File: src/rtl/pmbus_output_regs.svh
// Register offsets, reset values and timing counts for the output command set
// Assumes a 40 MHz core clock
`ifndef PMBUS_OUTPUT_REGS_SVH
`define PMBUS_OUTPUT_REGS_SVH
`define CMD_ON_OFF_CONTROL 8'h01
`define CMD_ON_OFF_SOURCE 8'h02
`define CMD_CLEAR_FAULTS 8'h03
`define CMD_STORE_DEFAULT 8'h11
`define CMD_RESTORE_DEFAULT 8'h12
`define CMD_STORE_USER 8'h15
`define CMD_RESTORE_USER 8'h16
`define CMD_VOLTAGE_MODE 8'h20
`define CMD_TARGET_VOLTAGE 8'h21
`define CMD_VOLTAGE_TRIM 8'h22
`define CMD_CAL_OFFSET 8'h23
`define CMD_VOLTAGE_CEILING 8'h24
`define CMD_MARGIN_HIGH 8'h25
`define CMD_MARGIN_LOW 8'h26
`define CMD_SLEW_RATE 8'h27
`define CMD_LOAD_LINE 8'h28
`define CMD_DUTY_LIMIT 8'h32
`define CMD_SWITCH_FREQ 8'h33
`define CMD_PHASE_GROUP 8'h37
`define OP_IMMEDIATE_OFF 8'h04
`define OP_SOFT_OFF 8'h44
`define OP_ON_NOMINAL 8'h84
`define OP_ON_MARGIN_LOW 8'h94
`define OP_ON_MARGIN_HIGH 8'ha4
`define SRC_ALWAYS_ON 8'h00
`define SRC_PIN_SOFT 8'h16
`define SRC_PIN_IMMEDIATE 8'h17
`define SRC_COMMAND 8'h1a
`define RST_ON_OFF_SOURCE 8'h16
`define RST_ON_OFF_CONTROL 8'h04
`define VOLTAGE_MODE_VALUE 8'h13
`define RST_TRIM 16'h0000
`define RST_SLEW_RATE 16'hba00
`define RST_LOAD_LINE 16'h0000
`define RST_DUTY_LIMIT 16'headb
`define SLEW_FASTEST 16'h7fff
`define VOLT_FOUR 16'h8000
`define DROOP_MAX_MV 16'd40
`define FREQ_MIN_KHZ 16'd400
`define FREQ_MAX_KHZ 16'd1000
`define CLK_HZ 40000000
`define STORE_BUSY_MS 20
`define STORE_BUSY_CYCLES ((`STORE_BUSY_MS * `CLK_HZ) / 1000)
`define SLEW_TICK_US 1
`define SLEW_TICK_CYCLES ((`SLEW_TICK_US * `CLK_HZ) / 1000000)
`endif

File: src/rtl/pmbus_output_pkg.sv
// Types for the output command set
// Used with pmbus_output_regs.svh
package pmbus_output_pkg;
  typedef enum logic [1:0] {rx_idle, rx_cmd, rx_lo, rx_hi} rx_state_e;
  typedef enum logic [1:0] {mem_idle, mem_store, mem_restore} mem_state_e;
  typedef logic [15:0] word_t;
  typedef enum logic [1:0] {level_nominal, level_low, level_high} vsel_e;
endpackage

File: src/rtl/pmbus_output_command_set.sv
// Output control command decoder and settings store, with SMBus slave
// Assumes scl and sda pins resolved outside; strap inputs steady after reset
`timescale 1ns/100ps
`include "pmbus_output_regs.svh"
module pmbus_output_command_set
(
  input wire logic clk,
  input wire logic rst_n,
  input wire logic scl_i,
  input wire logic sda_i,
  output logic sda_o,
  output logic sda_oe,
  input wire logic [6:0] bus_address,
  input wire logic enable_pin,
  input wire logic power_present,
  input wire logic [15:0] strap_voltage,
  input wire logic [15:0] strap_frequency,
  input wire logic [15:0] strap_phase_group_placement,
  input wire logic [7:0] fault_conditions,
  output logic [7:0] fault_status,
  output logic output_on,
  output logic immediate_off,
  output logic [15:0] voltage_setpoint,
  output logic signed [16:0] voltage_offset,
  output logic [15:0] droop_setting,
  output logic [15:0] duty_limit,
  output logic [15:0] frequency_setting,
  output logic [3:0] group_number,
  output logic [4:0] rails_in_group,
  output logic [3:0] group_position,
  output logic [1:0] security_level,
  output logic busy
);
  localparam int NREG = 12;
  localparam logic [31:0] BUSY_CYCLES = 32'(`STORE_BUSY_CYCLES);
  localparam logic [7:0] TICK_CYCLES = 8'(`SLEW_TICK_CYCLES);

  logic [2:0] scl_s_q, sda_s_q;
  logic scl_rise, scl_fall, start_c, stop_c;
  pmbus_output_pkg::rx_state_e rx_q;
  logic [3:0] bit_q;
  logic [7:0] sh_q, cmd_q, lo_q, hi_q;
  logic addr_ok_q, rd_q, ack_q, in_frame_q, send_q, sending_q;
  logic [15:0] tx_q;
  logic [1:0] bytes_q;
  logic wr_byte, wr_word, wr_send;

  // Two-flop sync plus one history stage for edges
  always_ff @(posedge clk or negedge rst_n)
  begin
    if (!rst_n)
    begin
      scl_s_q <= 3'h7;
      sda_s_q <= 3'h7;
    end
    else
    begin
      scl_s_q <= {scl_s_q[1:0], scl_i};
      sda_s_q <= {sda_s_q[1:0], sda_i};
    end
  end
  assign scl_rise = scl_s_q[1] && !scl_s_q[2];
  assign scl_fall = !scl_s_q[1] && scl_s_q[2];
  assign start_c = scl_s_q[1] && scl_s_q[2] && !sda_s_q[1] && sda_s_q[2];
  assign stop_c = scl_s_q[1] && scl_s_q[2] && sda_s_q[1] && !sda_s_q[2];

  // Operating memory
  logic [7:0] onoff_q, src_q;
  pmbus_output_pkg::word_t regs_q [NREG];
  pmbus_output_pkg::word_t dflt_q [NREG];
  pmbus_output_pkg::word_t user_q [NREG];
  logic user_valid_q, dflt_valid_q;
  logic [7:0] onoff_dflt_q, src_dflt_q, onoff_user_q, src_user_q;
  localparam int I_TGT = 0, I_TRIM = 1, I_CAL = 2, I_MAX = 3, I_MH = 4, I_ML = 5;
  localparam int I_SLEW = 6, I_DROOP = 7, I_DUTY = 8, I_FREQ = 9, I_ILV = 10, I_SPARE = 11;

  function automatic int cmd_index(input logic [7:0] c);
    unique case (c)
      `CMD_TARGET_VOLTAGE: cmd_index = I_TGT;
      `CMD_VOLTAGE_TRIM: cmd_index = I_TRIM;
      `CMD_CAL_OFFSET: cmd_index = I_CAL;
      `CMD_VOLTAGE_CEILING: cmd_index = I_MAX;
      `CMD_MARGIN_HIGH: cmd_index = I_MH;
      `CMD_MARGIN_LOW: cmd_index = I_ML;
      `CMD_SLEW_RATE: cmd_index = I_SLEW;
      `CMD_LOAD_LINE: cmd_index = I_DROOP;
      `CMD_DUTY_LIMIT: cmd_index = I_DUTY;
      `CMD_SWITCH_FREQ: cmd_index = I_FREQ;
      `CMD_PHASE_GROUP: cmd_index = I_ILV;
      default: cmd_index = I_SPARE;
    endcase
  endfunction

  // Linear-11 decode to integer, exponent 5-bit signed
  function automatic logic signed [31:0] l11_int(input logic [15:0] w);
    logic signed [4:0] e;
    logic signed [31:0] m;
    e = w[15:11];
    m = 32'(signed'(w[10:0]));
    l11_int = (e < 0) ? (m >>> (-e)) : (m <<< e);
  endfunction

  // Strap-derived limits, unsigned fixed-exponent words
  logic [17:0] strap_110, strap_105, strap_095;
  assign strap_110 = 18'((28'(strap_voltage) * 28'd11) / 28'd10);
  assign strap_105 = 18'((28'(strap_voltage) * 28'd21) / 28'd20);
  assign strap_095 = 18'((28'(strap_voltage) * 28'd19) / 28'd20);

  function automatic logic [15:0] sat16(input logic [17:0] v);
    sat16 = (v > 18'h0ffff) ? 16'hffff : v[15:0];
  endfunction

  logic [15:0] wr_val;
  logic [15:0] tgt_cap;
  assign wr_val = {hi_q, lo_q};
  // Target clamp to ceiling and 110% of strap
  always_comb
  begin
    tgt_cap = wr_val;
    if (tgt_cap > regs_q[I_MAX])
      tgt_cap = regs_q[I_MAX];
    if (18'(tgt_cap) > strap_110)
      tgt_cap = sat16(strap_110);
  end

  function automatic logic writable(input logic [7:0] c, input logic on);
    logic ok;
    ok = 1'b1;
    // Frequency only while disabled and in 400-1000kHz
    if (c == `CMD_SWITCH_FREQ)
      ok = !on;
    writable = ok;
  endfunction

  logic freq_ok, droop_ok, ceil_ok;
  assign freq_ok = l11_int(wr_val) >= 32'(`FREQ_MIN_KHZ) && l11_int(wr_val) <= 32'(`FREQ_MAX_KHZ);
  assign droop_ok = l11_int(wr_val) >= 0 && l11_int(wr_val) <= 32'(`DROOP_MAX_MV);
  assign ceil_ok = wr_val <= `VOLT_FOUR;

  // Store engine, busy timer for store commands only; restores take effect at once
  pmbus_output_pkg::mem_state_e mem_q;
  logic [31:0] busy_cnt_q;
  logic restore_pulse;
  logic init_q;

  always_ff @(posedge clk or negedge rst_n)
  begin
    if (!rst_n)
    begin
      mem_q <= pmbus_output_pkg::mem_idle;
      busy_cnt_q <= 32'h0;
    end
    else if (mem_q == pmbus_output_pkg::mem_idle)
    begin
      if (wr_send && (cmd_q == `CMD_STORE_DEFAULT || cmd_q == `CMD_STORE_USER))
      begin
        mem_q <= pmbus_output_pkg::mem_store;
        busy_cnt_q <= BUSY_CYCLES;
      end
    end
    else if (busy_cnt_q <= 32'h1)
      mem_q <= pmbus_output_pkg::mem_idle;
    else
      busy_cnt_q <= busy_cnt_q - 32'h1;
  end
  assign busy = mem_q != pmbus_output_pkg::mem_idle;
  assign restore_pulse = 1'b0;

  // Default and user stores, cleared by reset
  always_ff @(posedge clk or negedge rst_n)
  begin
    if (!rst_n)
    begin
      user_valid_q <= 1'b0;
      dflt_valid_q <= 1'b0;
      onoff_dflt_q <= `RST_ON_OFF_CONTROL;
      src_dflt_q <= `RST_ON_OFF_SOURCE;
      onoff_user_q <= `RST_ON_OFF_CONTROL;
      src_user_q <= `RST_ON_OFF_SOURCE;
      for (int i = 0; i < NREG; i++)
      begin
        dflt_q[i] <= 16'h0000;
        user_q[i] <= 16'h0000;
      end
    end
    else if (wr_send && !busy && cmd_q == `CMD_STORE_DEFAULT)
    begin
      dflt_valid_q <= 1'b1;
      onoff_dflt_q <= onoff_q;
      src_dflt_q <= src_q;
      for (int i = 0; i < NREG; i++)
        dflt_q[i] <= regs_q[i];
    end
    else if (wr_send && !busy && cmd_q == `CMD_STORE_USER)
    begin
      user_valid_q <= 1'b1;
      onoff_user_q <= onoff_q;
      src_user_q <= src_q;
      for (int i = 0; i < NREG; i++)
        user_q[i] <= regs_q[i];
    end
  end

  // Operating registers, power-up load and command writes
  always_ff @(posedge clk or negedge rst_n)
  begin
    if (!rst_n)
    begin
      init_q <= 1'b1;
      onoff_q <= `RST_ON_OFF_CONTROL;
      src_q <= `RST_ON_OFF_SOURCE;
      security_level <= 2'h1;
      for (int i = 0; i < NREG; i++)
        regs_q[i] <= 16'h0000;
    end
    else if (init_q)
    begin
      // Strap defaults, then default store, then user store
      init_q <= 1'b0;
      regs_q[I_TGT] <= strap_voltage;
      regs_q[I_TRIM] <= `RST_TRIM;
      regs_q[I_CAL] <= `RST_TRIM;
      regs_q[I_MAX] <= sat16(strap_110);
      regs_q[I_MH] <= sat16(strap_105);
      regs_q[I_ML] <= sat16(strap_095);
      regs_q[I_SLEW] <= `RST_SLEW_RATE;
      regs_q[I_DROOP] <= `RST_LOAD_LINE;
      regs_q[I_DUTY] <= `RST_DUTY_LIMIT;
      regs_q[I_FREQ] <= strap_frequency;
      regs_q[I_ILV] <= strap_phase_group_placement;
      if (user_valid_q)
        for (int i = 0; i < NREG; i++)
          regs_q[i] <= user_q[i];
      else if (dflt_valid_q)
        for (int i = 0; i < NREG; i++)
          regs_q[i] <= dflt_q[i];
    end
    else if (wr_send && !busy && cmd_q == `CMD_RESTORE_DEFAULT && dflt_valid_q)
    begin
      onoff_q <= onoff_dflt_q;
      src_q <= src_dflt_q;
      security_level <= 2'h1;
      for (int i = 0; i < NREG; i++)
        regs_q[i] <= dflt_q[i];
    end
    else if (wr_send && !busy && cmd_q == `CMD_RESTORE_USER && user_valid_q)
    begin
      onoff_q <= onoff_user_q;
      src_q <= src_user_q;
      security_level <= 2'h1;
      for (int i = 0; i < NREG; i++)
        regs_q[i] <= user_q[i];
    end
    else if ((wr_send && !busy) && (cmd_q == `CMD_RESTORE_DEFAULT || cmd_q == `CMD_RESTORE_USER))
      security_level <= 2'h1;
    else if (wr_byte && !busy)
    begin
      if (cmd_q == `CMD_ON_OFF_CONTROL)
        onoff_q <= lo_q;
      else if (cmd_q == `CMD_ON_OFF_SOURCE)
        src_q <= lo_q;
    end
    else if (wr_word && !busy && writable(cmd_q, output_on))
    begin
      unique case (cmd_q)
        `CMD_TARGET_VOLTAGE: regs_q[I_TGT] <= tgt_cap;
        `CMD_VOLTAGE_CEILING: if (ceil_ok) regs_q[I_MAX] <= wr_val;
        `CMD_SWITCH_FREQ: if (freq_ok) regs_q[I_FREQ] <= wr_val;
        `CMD_LOAD_LINE: if (droop_ok) regs_q[I_DROOP] <= wr_val;
        `CMD_VOLTAGE_TRIM, `CMD_CAL_OFFSET, `CMD_MARGIN_HIGH, `CMD_MARGIN_LOW,
        `CMD_SLEW_RATE, `CMD_DUTY_LIMIT: regs_q[cmd_index(cmd_q)] <= wr_val;
        `CMD_PHASE_GROUP: regs_q[I_ILV] <= {4'h0, wr_val[11:0]};
        default: ;
      endcase
    end
  end

  // On/off source and command interpretation
  logic cmd_on, cmd_soft;
  pmbus_output_pkg::vsel_e vsel;
  always_comb
  begin
    cmd_on = 1'b0;
    cmd_soft = 1'b0;
    vsel = pmbus_output_pkg::level_nominal;
    unique case (onoff_q)
      `OP_IMMEDIATE_OFF: cmd_on = 1'b0;
      `OP_SOFT_OFF: cmd_soft = 1'b1;
      `OP_ON_NOMINAL: cmd_on = 1'b1;
      `OP_ON_MARGIN_LOW:
      begin
        cmd_on = 1'b1;
        vsel = pmbus_output_pkg::level_low;
      end
      `OP_ON_MARGIN_HIGH:
      begin
        cmd_on = 1'b1;
        vsel = pmbus_output_pkg::level_high;
      end
      default: cmd_on = 1'b0;
    endcase
  end

  logic en_q, pw_q;
  logic [1:0] en_s_q, pw_s_q;
  always_ff @(posedge clk or negedge rst_n)
  begin
    if (!rst_n)
    begin
      en_s_q <= 2'h0;
      pw_s_q <= 2'h0;
    end
    else
    begin
      en_s_q <= {en_s_q[0], enable_pin};
      pw_s_q <= {pw_s_q[0], power_present};
    end
  end
  assign en_q = en_s_q[1];
  assign pw_q = pw_s_q[1];

  always_ff @(posedge clk or negedge rst_n)
  begin
    if (!rst_n)
    begin
      output_on <= 1'b0;
      immediate_off <= 1'b0;
    end
    else if (!pw_q || init_q)
      output_on <= 1'b0;
    else
    begin
      unique case (src_q)
        `SRC_ALWAYS_ON: output_on <= 1'b1;
        `SRC_PIN_SOFT:
        begin
          output_on <= en_q;
          immediate_off <= 1'b0;
        end
        `SRC_PIN_IMMEDIATE:
        begin
          output_on <= en_q;
          immediate_off <= 1'b1;
        end
        `SRC_COMMAND:
        begin
          output_on <= cmd_on;
          immediate_off <= !cmd_on && !cmd_soft;
        end
        default: output_on <= 1'b0;
      endcase
    end
  end

  // Setpoint slew toward selected target
  logic [15:0] aim, step;
  logic [7:0] tick_q;
  always_comb
  begin
    unique case (vsel)
      pmbus_output_pkg::level_low: aim = regs_q[I_ML];
      pmbus_output_pkg::level_high: aim = regs_q[I_MH];
      default: aim = regs_q[I_TGT];
    endcase
    if (aim > regs_q[I_MAX])
      aim = regs_q[I_MAX];
    // Rate in V/ms to LSB per microsecond, 8192 LSB per volt
    step = 16'((l11_int(regs_q[I_SLEW]) * 32'sd8192) / 32'sd1000);
    if (step == 16'h0)
      step = 16'h1;
  end
  always_ff @(posedge clk or negedge rst_n)
  begin
    if (!rst_n)
    begin
      voltage_setpoint <= 16'h0;
      tick_q <= 8'h0;
    end
    else if (regs_q[I_SLEW] == `SLEW_FASTEST || init_q)
      voltage_setpoint <= aim;
    else if (tick_q >= TICK_CYCLES - 8'h1)
    begin
      tick_q <= 8'h0;
      if (voltage_setpoint + step < aim && voltage_setpoint + step > voltage_setpoint)
        voltage_setpoint <= voltage_setpoint + step;
      else if (voltage_setpoint > aim + step)
        voltage_setpoint <= voltage_setpoint - step;
      else
        voltage_setpoint <= aim;
    end
    else
      tick_q <= tick_q + 8'h1;
  end

  assign voltage_offset = 17'(signed'(regs_q[I_TRIM])) + 17'(signed'(regs_q[I_CAL]));
  assign droop_setting = regs_q[I_DROOP];
  assign duty_limit = regs_q[I_DUTY];
  assign frequency_setting = regs_q[I_FREQ];
  assign group_number = regs_q[I_ILV][11:8];
  assign group_position = regs_q[I_ILV][3:0];
  assign rails_in_group = (regs_q[I_ILV][7:4] == 4'h0) ? 5'd16 : {1'b0, regs_q[I_ILV][7:4]};

  // Sticky faults, set wins over clear
  always_ff @(posedge clk or negedge rst_n)
  begin
    if (!rst_n)
      fault_status <= 8'h0;
    else if (wr_send && !busy && cmd_q == `CMD_CLEAR_FAULTS)
      fault_status <= fault_conditions;
    else
      fault_status <= fault_status | fault_conditions;
  end

  // Read data select
  logic [15:0] rd_word;
  always_comb
  begin
    unique case (cmd_q)
      `CMD_ON_OFF_CONTROL: rd_word = {8'h0, onoff_q};
      `CMD_ON_OFF_SOURCE: rd_word = {8'h0, src_q};
      `CMD_VOLTAGE_MODE: rd_word = {8'h0, `VOLTAGE_MODE_VALUE};
      default: rd_word = (cmd_index(cmd_q) == I_SPARE) ? 16'h0 : regs_q[cmd_index(cmd_q)];
    endcase
  end

  // SMBus slave, silent while storing
  always_ff @(posedge clk or negedge rst_n)
  begin
    if (!rst_n)
    begin
      rx_q <= pmbus_output_pkg::rx_idle;
      bit_q <= 4'h0;
      sh_q <= 8'h0;
      cmd_q <= 8'h0;
      lo_q <= 8'h0;
      hi_q <= 8'h0;
      addr_ok_q <= 1'b0;
      rd_q <= 1'b0;
      ack_q <= 1'b0;
      in_frame_q <= 1'b0;
      send_q <= 1'b0;
      sending_q <= 1'b0;
      tx_q <= 16'h0;
      bytes_q <= 2'h0;
      sda_o <= 1'b1;
      sda_oe <= 1'b0;
    end
    else if (start_c)
    begin
      rx_q <= pmbus_output_pkg::rx_idle;
      bit_q <= 4'h0;
      in_frame_q <= 1'b1;
      addr_ok_q <= 1'b0;
      sending_q <= 1'b0;
      sda_oe <= 1'b0;
      bytes_q <= 2'h0;
    end
    else if (stop_c)
    begin
      in_frame_q <= 1'b0;
      send_q <= (rx_q == pmbus_output_pkg::rx_lo) && !rd_q;
      bytes_q <= 2'h0;
      rx_q <= pmbus_output_pkg::rx_idle;
      sda_oe <= 1'b0;
    end
    else
    begin
      send_q <= 1'b0;
      if (scl_rise && in_frame_q && bit_q < 4'd8)
      begin
        sh_q <= {sh_q[6:0], sda_s_q[1]};
        bit_q <= bit_q + 4'h1;
      end
      else if (scl_rise && bit_q == 4'd8)
      begin
        bit_q <= 4'h0;
        if (sending_q && sda_s_q[1])
          sending_q <= 1'b0;
      end
      if (scl_fall && bit_q == 4'd8 && !ack_q && !sending_q)
      begin
        ack_q <= 1'b1;
        unique case (rx_q)
          pmbus_output_pkg::rx_idle:
          begin
            if (sh_q[7:1] == bus_address && !busy)
            begin
              sda_oe <= 1'b1;
              sda_o <= 1'b0;
              rd_q <= sh_q[0];
              addr_ok_q <= 1'b1;
              rx_q <= pmbus_output_pkg::rx_cmd;
              if (sh_q[0])
              begin
                sending_q <= 1'b1;
                tx_q <= rd_word;
              end
            end
          end
          pmbus_output_pkg::rx_cmd:
          begin
            sda_oe <= 1'b1;
            sda_o <= 1'b0;
            cmd_q <= sh_q;
            rx_q <= pmbus_output_pkg::rx_lo;
          end
          pmbus_output_pkg::rx_lo:
          begin
            sda_oe <= 1'b1;
            sda_o <= 1'b0;
            lo_q <= sh_q;
            rx_q <= pmbus_output_pkg::rx_hi;
          end
          default:
          begin
            sda_oe <= 1'b1;
            sda_o <= 1'b0;
            bytes_q <= 2'h2;
            hi_q <= sh_q;
          end
        endcase
      end
      else if (scl_fall && ack_q)
      begin
        ack_q <= 1'b0;
        sda_oe <= sending_q;
        sda_o <= tx_q[7];
        if (sending_q)
          tx_q <= {tx_q[15:8], tx_q[6:0], 1'b0};
      end
      else if (scl_fall && sending_q && bit_q != 4'd8)
      begin
        sda_oe <= 1'b1;
        sda_o <= tx_q[7];
        tx_q <= {tx_q[15:8], tx_q[6:0], 1'b0};
        if (bit_q == 4'd7)
          tx_q <= {8'h0, tx_q[15:8]};
      end
      else if (scl_fall && sending_q && bit_q == 4'd8)
        sda_oe <= 1'b0;
      if (bytes_q == 2'h2)
        bytes_q <= 2'h3;
    end
  end
  assign wr_send = send_q && cmd_q != `CMD_ON_OFF_CONTROL;
  assign wr_byte = stop_c && rx_q == pmbus_output_pkg::rx_hi && !rd_q && bytes_q == 2'h0;
  assign wr_word = stop_c && bytes_q[1] && !rd_q;
endmodule

File: config.mk
export PLATFORM = sky130hd
export DESIGN_NAME = pmbus_output_command_set
export DESIGN_NICKNAME = d
export VERILOG_FILES = /design/src/rtl/pmbus_output_pkg.sv /design/src/rtl/pmbus_output_command_set.sv
export VERILOG_INCLUDE_DIRS = /design/src /design/src/rtl
export SDC_FILE = /design/constraint.sdc
export NUM_CORES = 2
export LEC_CHECK = 0
export BUFFER_PORTS_ARGS = -buffer_cell sky130_fd_sc_hd__buf_2
export CORE_MARGIN = 2
export CORE_UTILIZATION = 55
export DETAILED_ROUTE_END_ITERATION = 8
export PLACE_DENSITY = 0.83
export SLEW_MARGIN = 15
export SYNTH_ARGS = -nofsm -noshare
export SYNTH_HDL_FRONTEND = slang
export SYNTH_SLANG_ARGS = --single-unit
File: constraint.sdc
create_clock -name clk -period 82.8 [get_ports clk]
set_clock_uncertainty 0.05 [all_clocks]
set_input_delay 8.28 -clock clk [delete_from_list [all_inputs] [get_ports clk]]
set_output_delay 8.28 -clock clk [all_outputs]
set_load 0.1 [all_outputs]
==> summary.txt <==
Status
  • Outcome: finished, final reports clean

Floorplan
  • DIE HEIGHT: 343.9 um
  • Row count: 124
  • Die Wd: 343.9 um
  • I/O pin count: 178
  • Die ar.: 0.1183 mm^2
  • Total core area: 0.1145 mm^2
  • Starting Density: 55.50%

CTS
  • Clock transition at path regs: 0.06 ns
  • CTS sink count: 767
  • Inserted Clock Buffers: 80
  • Cts hold-fix bufs: 0
  • Root buffer cell: clkbuf_16
  • PostCTS Resize Cnt: 0
  • CTS tree: done
  • Clk buf depth: 3
  • H-tree levels: 3
  • Setup bufs post-CTS: 0
  • Clock Latency Late Sink: 0.70 ns

Yosys
  • Mapped Cells: 8108
  • Post-synth ARST share: 100.0%
  • Distinct cells, synth: 147
  • Ys Warns: 0
  • Post-synthesis register bit count: 767
  • Syn_area_per_cell: 7.837 um^2
  • Sequential share of the synthesized area: 30.24%
  • Mapped Area: 0.06354 mm^2
  • Post-synth EDFFs: 0
  • Ys flop type: dfrtp_1

Finish
  • Layout area overhead: 6.340%
  • Filler cell count: 9947
  • Area of the multi-input gates: 0.04060 mm^2
  • Register Area: 0.01923 mm^2
  • Commonest non-fill, non-tap cells in the layout: nand2_1, dfrtp_1, nor2_1, o21ai_0, a21oi_1
  • Share of layout cells above drive strength 1: 9.022%
  • Leading cell type in the layout, fill and taps excluded: nand2_1
  • Final core utilization: 59.02%
  • Nets: 8288

Drt
  • ANT nets after route: 0
  • Vias: 64230
  • DRC: 0
  • Routed vias/inst: 6.787
  • DRT iter0 DRCs: 8526
  • Routed WL per cell: 23.80 um
  • Pre-antenna DRT Iters: 9
  • Overall routed net length: 225200 um

Worst setup path
  • CP Data Required Time: 83.30 ns
  • Critical-path top delay cell: nor4_1
  • Critical Path Source Type: register
  • Critical-path maximum fanout: 31
  • Kind of end point of the critical path: register
  • Max incr delay on CP: 0.86 ns
  • CP Class: reg -> reg
  • R2R depth: 142
  • Delay-heaviest family, CP: simple AND/OR/NAND/NOR gates
  • CP most frequent cell: nor2_1
  • Crit path buf inv count: 7
  • Crit path DAT: 38.60 ns
  • Worst r2r src: regs_q[92]$_DFFE_PN0P_
  • Reg-to-reg slack, setup: 44.70 ns
  • FF-to-FF End: voltage_setpoint[15]$_DFFE_PN0P_

GRT
  • Grt ovf: 0
  • Largest net degree at the start of global routing: 159
  • GR Util All Layers: 36.80%
  • Global-route wire length before repair: 345900 um
  • Initial antenna violation count: 5
  • Vias in the first global route: 60760

Place
  • Post-DP HPWL: 154100 um
  • Number of I/O port buffers: 175
  • Gpl congestion: 1.063

Hold path
  • Min-delay src: en_s_q[0]$_DFF_PN0_
  • Hold Crit Class: reg -> reg
  • WHS Path Cells: 0
  • Worst Hold End: en_s_q[1]$_DFF_PN0_

STA
  • Least-Margin Pin Slew: 1.247 ns
  • RSZ-0062 raised after global routing: false
  • Number of setup violations in the final report: 0
  • Hold Vio Cnt, Final: 0
  • Final min period: 38.10 ns
  • Period Utilization, post-route: 46.02%
  • Final TNS setup: 0 ns
  • Final Slew Violations: 0
  • Max Fclk: 26.24 MHz
  • WHS: 0.3020 ns
  • Relative slew margins: 16.89%

Job
  • Max Cap Violations: 0
## state kept, by name, summed over array words and instances, names as in the netlist, 16 cells and up
| signal | cells |
|---|---|
| droop_setting | 16 |
| tx_q | 16 |
| busy_cnt_q | 32 |
| regs_q | 136 |
| voltage_setpoint | 16 |
| user_q | 192 |
| duty_limit | 16 |
| frequency_setting | 16 |
| dflt_q | 192 |
## metal layers
layer / part of all wire [%] / global-route usage [%] / wire (um)
met5: 0.051 / 0.3205 / 114
met4: 8.1 / 25.34 / 18160
met3: 11 / 8.581 / 25290
met2: 44 / 57.16 / 99010
met1: 37 / 45.48 / 82640
## worst register-to-register path: cells and delay by family (launching register included)
| family | cells | cell delay [ns] |
|---|---|---|
| AND/OR/NAND/NOR | 71 | 17.07 |
| AO/OA/AOI/OAI | 44 | 11.58 |
| adder cells (fa/ha/maj) | 14 | 5.11 |
| buffers and inverters | 7 | 1.30 |
| multiplexers | 3 | 1.25 |
| XOR/XNOR | 3 | 0.83 |
| flip-flops | 1 | 0.79 |
## synth_stat cells, drive strengths merged, types with 77 or more instances
cell | instances | area [um^2]
nand2 | 1756 | 6596
dfrtp | 747 | 18690
nor2 | 610 | 2310
o21ai | 502 | 2542
a21oi | 438 | 2222
clkbuf | 436 | 1638
inv | 370 | 1391
ha | 295 | 3691
a221oi | 238 | 2115
xnor2 | 185 | 1643
nand3 | 145 | 753.2
buf | 144 | 909.6
nor3 | 139 | 725.7
mux2i | 137 | 1388
mux2 | 116 | 1310
a21o | 105 | 789.5
o31ai | 104 | 814.5
o211ai | 97 | 738.2
a31oi | 95 | 628.1
xor2 | 92 | 839.6
a211oi | 89 | 703.2
o221ai | 82 | 718.2
a22o | 77 | 674.4
## metrics by stage
stage          std cells  setup WS, ns  instance area (um^2)
4_1_cts             9459         45.54                 67540
6_report            9463         44.70                 67570
3_3_place_gp        9313         46.60                 64770
3_5_place_dp        9313         45.66                 64770
5_1_grt             9459         41.64                 67560
2_1_floorplan       8109         51.94                 63550
## layout make-up
type                       count  area share, %
clock inverter                28         0.6777
inverter                     375          2.089
multi-input combinational   6387          60.09
antenna                        4        0.01481
sequential                   767          28.45
clock buffer                 118          3.411
timing repair buffer         272          2.468
tap                         1512          2.800
## cells by family (layout without fill, tap and decap cells)
family / count (synthesis) / in the layout / synth area share (%)
AOI/OAI and AO/OA: 2345 / 2345 / 25.89
DFF: 767 / 767 / 30.24
other: 2 / 7 / 0.01182
and+or+nand+nor: 3145 / 3145 / 21.66
muxes: 267 / 267 / 4.741
adders and majority gates: 350 / 350 / 7.321
xor gates and xnor gates: 277 / 277 / 3.907
buffers and inverters: 955 / 793 / 6.228
## worst max-delay path by stage
stage | endpoint | slack [ns] | from | depth (start not counted)
floorplan | voltage_setpoint[3]$_DFFE_PN0P_ | 51.94 | regs_q[92]$_DFFE_PN0P_ | 145
global placement | voltage_setpoint[11]$_DFFE_PN0P_ | 46.60 | regs_q[92]$_DFFE_PN0P_ | 143
detailed placement | voltage_setpoint[5]$_DFFE_PN0P_ | 45.66 | regs_q[92]$_DFFE_PN0P_ | 132
CTS | voltage_setpoint[5]$_DFFE_PN0P_ | 45.54 | regs_q[92]$_DFFE_PN0P_ | 131
global route | voltage_setpoint[0]$_DFFE_PN0P_ | 41.64 | regs_q[92]$_DFFE_PN0P_ | 144
finish | voltage_setpoint[15]$_DFFE_PN0P_ | 44.70 | regs_q[92]$_DFFE_PN0P_ | 142
Power is not shown: default switching activity piles up to over one toggle a cycle in this logic, so the estimate is an artifact.
